--- src/verilog/imbf_consts.svh ---
// imbf_consts.svh: constants for the interrupt mode binding filter
// assumes inclusion by the package and the design modules
`ifndef IMBF_CONSTS_SVH
`define IMBF_CONSTS_SVH
`define IMBF_NUM_EI 8
`define IMBF_NUM_FE 4
`define IMBF_PID_W 3
`define IMBF_PRIO_W 6
`define IMBF_CH_W 3
`define IMBF_RST_MODE 1'h0
`define IMBF_RST_PID 3'h0
`define IMBF_RST_THRESH 6'h3f
`define IMBF_PRIO_IDLE 6'h3f
`define IMBF_FE_IDX_W 2
`endif

--- src/verilog/imbf_pkg.sv ---
// imbf_pkg.sv: types shared by the interrupt mode binding filter
// assumes imbf_consts.svh sits beside it on the include path
`include "imbf_consts.svh"
package imbf_pkg;
  // binding of one channel; partition only counts in guest mode
  typedef struct packed {
    logic guest;
    logic [`IMBF_PID_W-1:0] pid;
  } imbf_bind_t;
  // kind of request presented to the core
  typedef enum logic [3:0] {
    IMBF_NONE = 4'h1,
    IMBF_HOST = 4'h2,
    IMBF_GUEST = 4'h4,
    IMBF_BG = 4'h8
  } imbf_kind_t;
  // mode reported by the core
  typedef struct packed {
    logic guest_mode;
    logic [`IMBF_PID_W-1:0] pid;
  } imbf_core_t;
endpackage
--- src/verilog/imbf_classify.sv ---
// imbf_classify.sv: per-channel binding check, purely combinational
// assumes mode and partition are already on the core clock
`timescale 1ns/1ps
`include "imbf_consts.svh"
module imbf_classify (
  input wire logic req,
  input wire imbf_pkg::imbf_bind_t bnd,
  input wire imbf_pkg::imbf_core_t core,
  input wire logic bg_ok,
  output imbf_pkg::imbf_kind_t kind
);
  // binding outcome for one channel
  always_comb begin
    kind = imbf_pkg::IMBF_NONE;
    if (req) begin
      if (!bnd.guest) begin
        kind = imbf_pkg::IMBF_HOST;
      end else if (core.guest_mode) begin
        if (bnd.pid == core.pid) begin
          kind = imbf_pkg::IMBF_GUEST;
        end else if (bg_ok) begin
          kind = imbf_pkg::IMBF_BG;
        end
      end
    end
  end
endmodule // imbf_classify

--- src/verilog/imbf_filter.sv ---
// imbf_filter.sv: interrupt mode binding filter top
// assumes core mode and partition come from logic on the same clock
//
// How it works
// - each channel bound to host or guest
// - binding holds mode plus partition id
// - host-bound request runs handler in host mode
// - reset binds every channel to host
// - guest-bound request runs handler in guest mode
// - guest binding compares against core partition id
// - fe requests filtered by mode and binding
// - mismatched fe goes background only if enabled
// - ei same; background only above threshold
// - matched and background arbitrated together
// - host-bound requests beat all guest requests
`timescale 1ns/1ps
`include "imbf_consts.svh"
module imbf_filter (
  input wire logic clk,
  input wire logic rst,
  input wire logic [`IMBF_NUM_EI-1:0] ei_level_request,
  input wire logic [`IMBF_NUM_EI*`IMBF_PRIO_W-1:0] ei_priority,
  input wire logic [`IMBF_NUM_FE-1:0] fe_level_request,
  input wire logic core_guest_mode_flag,
  input wire logic [`IMBF_PID_W-1:0] core_partition_id,
  input wire logic bind_we,
  input wire logic bind_is_fe,
  input wire logic [`IMBF_CH_W-1:0] bind_channel,
  input wire imbf_pkg::imbf_bind_t bind_value,
  input wire logic [`IMBF_NUM_FE-1:0] fe_background_enable,
  input wire logic [`IMBF_PRIO_W-1:0] ei_background_priority_threshold,
  output logic ei_level_request_ff,
  output logic guest_ei_request_ff,
  output logic background_ei_request_ff,
  output logic [`IMBF_CH_W-1:0] ei_channel_ff,
  output logic [`IMBF_PRIO_W-1:0] ei_prio_ff,
  output logic fe_level_request_ff,
  output logic guest_fe_request_ff,
  output logic background_fe_request_ff,
  output logic [`IMBF_CH_W-1:0] fe_channel_ff,
  output imbf_pkg::imbf_bind_t bind_read_ff
);
  imbf_pkg::imbf_bind_t ei_channel_binding [`IMBF_NUM_EI];
  imbf_pkg::imbf_bind_t fe_channel_binding [`IMBF_NUM_FE];
  imbf_pkg::imbf_core_t core;
  imbf_pkg::imbf_kind_t ei_kind [`IMBF_NUM_EI];
  imbf_pkg::imbf_kind_t fe_kind [`IMBF_NUM_FE];
  // mode is same-clock logic, so it is read directly each cycle
  assign core = '{guest_mode: core_guest_mode_flag,
                  pid: core_partition_id};

  // binding stores and per-channel classification
  genvar gi;
  generate
    for (gi = 0; gi < `IMBF_NUM_EI; gi++) begin : g_ei
      logic [`IMBF_PRIO_W-1:0] pr;
      logic bg_ok;
      assign pr = ei_priority[gi*`IMBF_PRIO_W +: `IMBF_PRIO_W];
      // lower value is higher priority
      assign bg_ok = pr < ei_background_priority_threshold;
      always_ff @(posedge clk) begin
        if (rst) begin
          ei_channel_binding[gi] <= '{guest: `IMBF_RST_MODE,
                                      pid: `IMBF_RST_PID};
        end else if (bind_we && !bind_is_fe &&
                     bind_channel == (`IMBF_CH_W)'(gi)) begin
          ei_channel_binding[gi] <= bind_value;
        end
      end
      imbf_classify u_cls (
        .req(ei_level_request[gi]),
        .bnd(ei_channel_binding[gi]),
        .core(core),
        .bg_ok(bg_ok),
        .kind(ei_kind[gi])
      );
    end
    for (gi = 0; gi < `IMBF_NUM_FE; gi++) begin : g_fe
      always_ff @(posedge clk) begin
        if (rst) begin
          fe_channel_binding[gi] <= '{guest: `IMBF_RST_MODE,
                                      pid: `IMBF_RST_PID};
        end else if (bind_we && bind_is_fe &&
                     bind_channel == (`IMBF_CH_W)'(gi)) begin
          fe_channel_binding[gi] <= bind_value;
        end
      end
      imbf_classify u_cls (
        .req(fe_level_request[gi]),
        .bnd(fe_channel_binding[gi]),
        .core(core),
        .bg_ok(fe_background_enable[gi]),
        .kind(fe_kind[gi])
      );
    end
  endgenerate

  // ei arbitration: host first, then guest and background as one pool
  imbf_pkg::imbf_kind_t nxt_ei_kind;
  logic [`IMBF_CH_W-1:0] nxt_ei_ch;
  logic [`IMBF_PRIO_W-1:0] nxt_ei_pr;
  logic host_seen;
  always_comb begin
    nxt_ei_kind = imbf_pkg::IMBF_NONE;
    nxt_ei_ch = '0;
    nxt_ei_pr = `IMBF_PRIO_IDLE;
    host_seen = 1'b0;
    for (int i = 0; i < `IMBF_NUM_EI; i++) begin
      if (ei_kind[i] == imbf_pkg::IMBF_HOST) begin
        // host beats guest and background regardless of priority level; among hosts the lowest value wins
        if (!host_seen ||
            ei_priority[i*`IMBF_PRIO_W +: `IMBF_PRIO_W] < nxt_ei_pr) begin
          nxt_ei_kind = imbf_pkg::IMBF_HOST;
          nxt_ei_ch = i[`IMBF_CH_W-1:0];
          nxt_ei_pr = ei_priority[i*`IMBF_PRIO_W +: `IMBF_PRIO_W];
        end
        host_seen = 1'b1;
      end else if (!host_seen && ei_kind[i] != imbf_pkg::IMBF_NONE &&
                   (nxt_ei_kind == imbf_pkg::IMBF_NONE ||
                    ei_priority[i*`IMBF_PRIO_W +: `IMBF_PRIO_W]
                      < nxt_ei_pr)) begin
        nxt_ei_kind = ei_kind[i];
        nxt_ei_ch = i[`IMBF_CH_W-1:0];
        nxt_ei_pr = ei_priority[i*`IMBF_PRIO_W +: `IMBF_PRIO_W];
      end
    end
  end

  // fe arbitration: fixed order, lowest channel first, host first
  imbf_pkg::imbf_kind_t nxt_fe_kind;
  logic [`IMBF_CH_W-1:0] nxt_fe_ch;
  always_comb begin
    nxt_fe_kind = imbf_pkg::IMBF_NONE;
    nxt_fe_ch = '0;
    for (int i = `IMBF_NUM_FE-1; i >= 0; i--) begin
      if (fe_kind[i] != imbf_pkg::IMBF_NONE &&
          nxt_fe_kind != imbf_pkg::IMBF_HOST) begin
        nxt_fe_kind = fe_kind[i];
        nxt_fe_ch = i[`IMBF_CH_W-1:0];
      end
    end
    // a host request anywhere overrides guest picks
    for (int i = `IMBF_NUM_FE-1; i >= 0; i--) begin
      if (fe_kind[i] == imbf_pkg::IMBF_HOST) begin
        nxt_fe_kind = imbf_pkg::IMBF_HOST;
        nxt_fe_ch = i[`IMBF_CH_W-1:0];
      end
    end
  end

  // ei outputs registered: kind picks which line the core sees
  always_ff @(posedge clk) begin
    if (rst) begin
      ei_level_request_ff <= 1'b0;
      guest_ei_request_ff <= 1'b0;
      background_ei_request_ff <= 1'b0;
      ei_channel_ff <= '0;
      ei_prio_ff <= `IMBF_PRIO_IDLE;
    end else begin
      ei_level_request_ff <= nxt_ei_kind == imbf_pkg::IMBF_HOST;
      guest_ei_request_ff <= nxt_ei_kind == imbf_pkg::IMBF_GUEST;
      background_ei_request_ff <= nxt_ei_kind == imbf_pkg::IMBF_BG;
      ei_channel_ff <= nxt_ei_ch;
      ei_prio_ff <= nxt_ei_pr;
    end
  end

  // fe outputs registered
  always_ff @(posedge clk) begin
    if (rst) begin
      fe_level_request_ff <= 1'b0;
      guest_fe_request_ff <= 1'b0;
      background_fe_request_ff <= 1'b0;
      fe_channel_ff <= '0;
    end else begin
      fe_level_request_ff <= nxt_fe_kind == imbf_pkg::IMBF_HOST;
      guest_fe_request_ff <= nxt_fe_kind == imbf_pkg::IMBF_GUEST;
      background_fe_request_ff <= nxt_fe_kind == imbf_pkg::IMBF_BG;
      fe_channel_ff <= nxt_fe_ch;
    end
  end

  // binding readback of the addressed channel, one cycle late
  always_ff @(posedge clk) begin
    if (rst) begin
      bind_read_ff <= '0;
    end else if (bind_is_fe) begin
      bind_read_ff <= fe_channel_binding[bind_channel[`IMBF_FE_IDX_W-1:0]];
    end else begin
      bind_read_ff <= ei_channel_binding[bind_channel];
    end
  end
endmodule // imbf_filter

--- config.mk ---
export PLATFORM = sky130hd
export DESIGN_NAME = imbf_filter
export DESIGN_NICKNAME = d
export VERILOG_FILES = /design/src/verilog/imbf_pkg.sv /design/src/verilog/imbf_classify.sv /design/src/verilog/imbf_filter.sv
export VERILOG_INCLUDE_DIRS = /design/src /design/src/verilog
export SDC_FILE = /design/constraint.sdc
export NUM_CORES = 1
export LEC_CHECK = 0
export ABC_CLOCK_PERIOD_IN_PS = 21100
export CAP_MARGIN = 20
export CORE_MARGIN = 4
export CORE_UTILIZATION = 45
export DETAILED_ROUTE_END_ITERATION = 10
export DONT_BUFFER_PORTS = 1
export GPL_TIMING_DRIVEN = 1
export HOLD_SLACK_MARGIN = 0.03
export PLACE_DENSITY = 0.66
export SKIP_CTS_REPAIR_TIMING = 1
export SLEW_MARGIN = 20
export SYNTH_ARGS = -nofsm -noshare
export SYNTH_HDL_FRONTEND = slang
export SYNTH_SLANG_ARGS = --single-unit
--- constraint.sdc ---
create_clock -name clk -period 21.1 [get_ports clk]
set_input_delay 4.22 -clock clk [delete_from_list [all_inputs] [get_ports clk]]
set_output_delay 4.22 -clock clk [all_outputs]
set_load 0.02 [all_outputs]
; ---- Word level (Yosys, flattened, before mapping)
; Memory sizes are Yosys's and may differ from the RTL's.
; Cells that the tools add are included.
[word_totals]
regBits = 22
latch_bits = 0
mem_bits_rw = 48
mem_bits_ro = 0
inputBits = 85
output_inout_bits = 22
word_cells = 358
memories = 2
[memory_table]
columns = memory, depth, width, read_ports, rd_ports_with_merged_regs, write_ports, line
row1 = ei_channel_binding, 8, 4, 9, 0, 8, imbf_filter.sv:43  ; imbf_pkg::imbf_bind_t ei_channel_binding [`IMBF_NUM_EI];
row2 = fe_channel_binding, 4, 4, 5, 0, 4, imbf_filter.sv:44  ; imbf_pkg::imbf_bind_t fe_channel_binding [`IMBF_NUM_FE];
[op_classes]
addsub = 0
multipliers = 0
div_mod_pow = 0
order_cmp = 15
n_eq_ne = 59
shift = 0
n_mux = 200
bitwise = 12
n_reduce_logical = 57
[ops]
columns = op, n
row1 = $mux W4, 104
row2 = $mux W6, 23
row3 = $lt A6 B6 Y1, 15
row4 = $mux W3, 19
row5 = $eq A4 B2 Y1 const B, 14
row6 = $mux W1, 48
row7 = $ne A4 B1 Y1 const B, 12
row8 = $eq A3 B3 Y1, 12
row9 = $logic_and A1 B1 Y1, 31
row10 = $eq A4 B1 Y1 const B, 7
row11 = $logic_or A1 B1 Y1, 14
row12 = $eq A3 B3 Y1 const B, 4
row13 = $mux W2, 6
row14 = $ne A4 B2 Y1 const B, 3
row15 = $or A1 B1 Y1, 12
row16 = $eq A4 B3 Y1 const B, 2
row17 = $eq A4 B4 Y1 const B, 2
row18 = $logic_not A1 Y1, 8
row19 = $reduce_or A8 Y1, 1
row20 = $eq A3 B2 Y1 const B, 2
row21 = $eq A3 B1 Y1 const B, 1
row22 = $logic_not A3 Y1, 1
row23 = $reduce_or A3 Y1, 1
row24 = $reduce_or A2 Y1, 1

; ---- Logic depth before layout (Yosys ltp)
[logic_depth]
ltp_word = 45
mapped_depth = 79
ltp_nobuf = 76

; ---- Cells and area by module
; A second synthesis with hierarchy kept.
[unflattened]
cells_unflattened = 1028
hier_area_um2 = 8409.3
[modules_own_cells]
columns = module, n_inst, cells_per_inst, area_per_inst_um2, seq_area_each_um2
row1 = imbf_filter, 1, 884, 7418.4, 1861.8
row2 = imbf_classify, 12, 12, 82.6, 0.0

; ---- Least setup slack after synthesis
; OpenSTA, ideal clock, no wires.
[synth_path]
kind = input to register
start = input port ei_background_priority_threshold[5]
end = register ei_prio_ff[1]
setup_time_ns = 0.123
arrival_ns = 18.059
required_ns = 20.977
slack_ns = 2.917
stages = 75
n_path_buf = 3
path_cell_list = inv_1 > ha_1 > nand4_1 > o221a_2 > o21ai_2 > nor2_1 > ha_1 > nand2_1 > nor2_1 > nor2_1 > o31ai_1 > o21bai_2 > o22ai_2 > o21ai_0 > ha_1 > and2_1 > nor3b_1 > a2111oi_2 > (+39 left out) > nand2_1 > nand2_1 > a41oi_1 > a31o_2 > a31oi_2 > o21ai_2 > mux2i_1 > ha_1 > a21oi_1 > nor2b_1 > o21ai_0 > nand2b_1 > a21oi_1 > o2111ai_1 > nand4_1 > o211a_1 > buf_2 > mux2_1
[synth_via]
elab_chain_cells = 44
word_cells_on_any_way = 163
classes_between = order compare: 15 / eq/ne: 23 / mux: 90 / reduce/logical: 35
[synth_rtl]
columns = item, line
row1 = from (decl), imbf_filter.sv:31  ; input wire logic [`IMBF_PRIO_W-1:0] ei_background_priority_threshold,
row2 = $lt A6 B6 Y1, imbf_filter.sv:60  ; assign bg_ok = pr < ei_background_priority_threshold;
row3 = $mux W4, imbf_classify.sv:21  ; end else if (bg_ok) begin
row4 = $mux W4, imbf_classify.sv:19  ; if (bnd.pid == core.pid) begin
row5 = $mux W4, imbf_classify.sv:18  ; end else if (core.guest_mode) begin
row6 = $mux W4, imbf_classify.sv:16  ; if (!bnd.guest) begin
row7 = $mux W4, imbf_classify.sv:15  ; if (req) begin
row8 = $ne A4 B1 Y1, imbf_filter.sv:118  ; end else if (!host_seen && ei_kind[i] != imbf_pkg::IMBF_NONE &&
row9 = $mux W6 or $mux W4 (tied branches), imbf_filter.sv:118
row10 = (+28 left out), -
row11 = $logic_and A1 B1 Y1, imbf_filter.sv:118
row12 = $mux W6 or $mux W4 (tied branches), imbf_filter.sv:118
row13 = $mux W6 or $mux W4 (tied branches), imbf_filter.sv:109  ; if (ei_kind[i] == imbf_pkg::IMBF_HOST) begin
row14 = $lt A6 B6 Y1 or $eq A4 B1 Y1 (tied branches), "imbf_filter.sv:112, imbf_filter.sv:120, imbf_filter.sv:119"
row15 = $logic_or A1 B1 Y1, imbf_filter.sv:119  ; (nxt_ei_kind == imbf_pkg::IMBF_NONE ||
row16 = $logic_and A1 B1 Y1, imbf_filter.sv:118
row17 = $mux W6, imbf_filter.sv:118
row18 = $mux W6 *, imbf_filter.sv:109
row19 = to (signal assigned), imbf_filter.sv:158  ; ei_prio_ff <= `IMBF_PRIO_IDLE;
row20 = to (signal assigned), imbf_filter.sv:164  ; ei_prio_ff <= nxt_ei_pr;
row21 = to (decl), imbf_filter.sv:36  ; output logic [`IMBF_PRIO_W-1:0] ei_prio_ff,
; Mark *: on every way between the ends. The rest lies on a longest branch, timed or not.
; A chain may end at the register's enable or synchronous reset.

; ---- Worst setup path in the final report
[layout_path]
start = input port ei_background_priority_threshold[5]
end = register ei_prio_ff[3]
; Same word-level chain as after synthesis.

==> run metrics <==
worst path required time 21.33 ns; post-route cell area 7631 µm²; main combinational cell family by area after synthesis simple AND/OR/NAND/NOR gates; Worst Slack Setup Final 1.532 ns; Crit path top cell by count ha_1; number of CTS-inserted buffers 9; antenna diode count 0; die area 18010 µm²; H-tree depth 3; placer congestion estimate 0.9243; Leak Pwr 3.031 nW; Final min period 19.57 ns; Root Driver clkbuf_16; clock transition at the registers of the reported paths 0.06 ns; worst-path maximum fanout 13; initial antenna violation count 0; pre-CTS setup slack 0.8570 ns; Critical Path AT 19.80 ns; num ports 107; Tot Pwr 0.5319 mW; Main synth FF type edfxtp_1; fill cell count 1534; layout cells sized above 1 9.901%; Initial DRC Count 331; core area 15430 µm²; status completed; slew of the pin with the lowest slew margin 0.7272 ns; Crit path largest cell delay 0.50 ns; final wirelength 19870 µm; gr ovfl total 0; Power Density 69.71 nW/µm²; initial core utilization 46.46%; most common cell after layout, fill and taps aside ha_1; Reg2Reg Setup Slack 5.52 ns; Mean Syn Cell Area 8.710 µm²; CTS tree done; cells after synthesis 823; maxcap violations 0; num rows 45; Post-Syn Nets 975; Cell Area, Synth 7168 µm²; headroom to the max-slew limit 51.46%; RSZ-0062 raised after global routing no; CP Buf/Inv Count 4; Final Hold Fails 0; post-synthesis simple-gate area fraction 24.14%; Synth Area in Adders 11.83%; clk sinks 69; post-DP HPWL 16120 µm; drt first pass iters 5; Slowest-stage cell, CP or4_1; Die Y 134.2 µm; FF+latch count, synth 69; Setup crit start kind input pin; Setup CP Type input pin to flop; Layout Skew 0.006621 ns; post-synthesis sequential area ratio 25.97%; period utilization 92.74%; Post-DP Area 7305 µm²; vias in the first global route 6020; worst min path class flop to flop; Max Fclk 51.10 MHz; final antenna-violating net count 0; Netlist cell types 87; Final Setup Violations 0; post-synthesis mux area share 8.396%; Synth Area in Compound Gates 21.05%; GRT Overall Usage 22.05%; XOR/XNOR Fraction of Synth Area 4.521%; number of synthesized flops with an enable pin 48; Crit. End Element flop; area occupied by multi-input gates 5029 µm²; setup TNS 0 ns; area grow syn2layout 6.458%; YS warnings 0; most frequent cells in the layout 67 x ha_1, 62 x nand2_1, 58 x and2_1; cell family with most CP delay compound AO/OA/AOI/OAI gates; Clock Latency Late Sink 0.35 ns; Layout Nets 955; asr flop ratio synth 0%; Port-buffer cells 0; DRC violations left 0; largest net degree at the start of global routing 28; Max Slew Vio Count 0; Peak supply drop 0.06879 mV; register area 1862 µm²; first-pass GRT wire length 31840 µm; die width 134.2 µm; detailed-route via count 6145; vias per cell 6.030; Clock Tree Buf Depth 2; DR WL/cell 19.50 µm
registers in the layout, indices dropped and copies added, names as in the netlist:
register                  count
background_ei_request_ff      1
background_fe_request_ff      1
bind_read_ff                  4
ei_channel_binding           32
ei_channel_ff                 3
ei_level_request_ff           1
ei_prio_ff                    6
fe_channel_binding           16
fe_channel_ff                 2
fe_level_request_ff           1
guest_ei_request_ff           1
guest_fe_request_ff           1
final cells by class:
class | instances | area share (%)
clock buffers | 9 | 2.951
clock inverters | 7 | 1.181
inverters | 43 | 2.115
multi-input cells | 680 | 65.90
flip-flops and latches | 69 | 24.40
well taps | 211 | 3.460
worst min-delay path, cell delays in order, from the launching register on:
cell	delay [ns]
edfxtp_1	0.41
nand2b_1	0.16
a31oi_1	0.08
per-stage QoR:
stage | util [%] | instances | hold WS [ns]
5_1_grt | 49.46 | 1019 | 0.7176
3_5_place_dp | 47.35 | 1003 | 0.6662
6_report | 49.46 | 1019 | 0.6910
2_1_floorplan | - | 823 | 0.6025
4_1_cts | 49.39 | 1019 | 0.6701
3_3_place_gp | 47.35 | 1003 | 0.6650
power by group:
group	total (mW)	internal (mW)	leakage, nW	switching [mW]
sequential	0.173	0.157	0.634	0.0159
clock	0.161	0.103	0.153	0.0580
combinational	0.198	0.0850	2.24	0.113
metal layers:
layer	wire, µm	global-route usage (%)	vias up
li1	-	-	3025
met1	8917	29.48	2902
met2	9372	36.70	194
met3	1205	4.014	24
met4	370	6.165	0
met5	0	0	-
Yosys cell counts (12+ instances only):
master    number  area [µm²]
a21oi_1       47       235.2
dfxtp_1       21       420.4
nor3_1        23       115.1
nand2_1       63       236.5
mux2_2        12       135.1
o21ai_0       36       180.2
xor2_1        21       183.9
mux2i_1       14       140.1
mux4_2        12       270.3
nor2b_1       16       100.1
nand2b_1      25       156.4
inv_1         43       161.4
clkbuf_1      21       78.83
and2_1        58       362.9
xnor2_1       16       140.1
ha_1          67       838.3
a21o_1        16       120.1
nand3_1       21       105.1
edfxtp_1      48        1441
nor2_1        55       206.5
nand4_1       14       87.58
o211ai_1      14       105.1
final timing paths:
check | to | startpoint | cells past startpoint
hold / removal | fe_level_request_ff | fe_channel_binding[0][3] | 2
setup / recovery | ei_prio_ff[3] | ei_background_priority_threshold[5] | 72
hold reg to reg | fe_level_request_ff | fe_channel_binding[0][3] | 2
setup reg to reg | ei_prio_ff[3] | ei_channel_binding[0][0] | 71
cell families after synthesis:
kind of cell	after synthesis
other	1
buffers and inverters	74
muxes	43
DFF	69
and+or+nand+nor	322
AOI/OAI and AO/OA	209
adders and majority gates	68
xor gates and xnor gates	37
No activity file was read; power rests on OpenSTA's default activity.
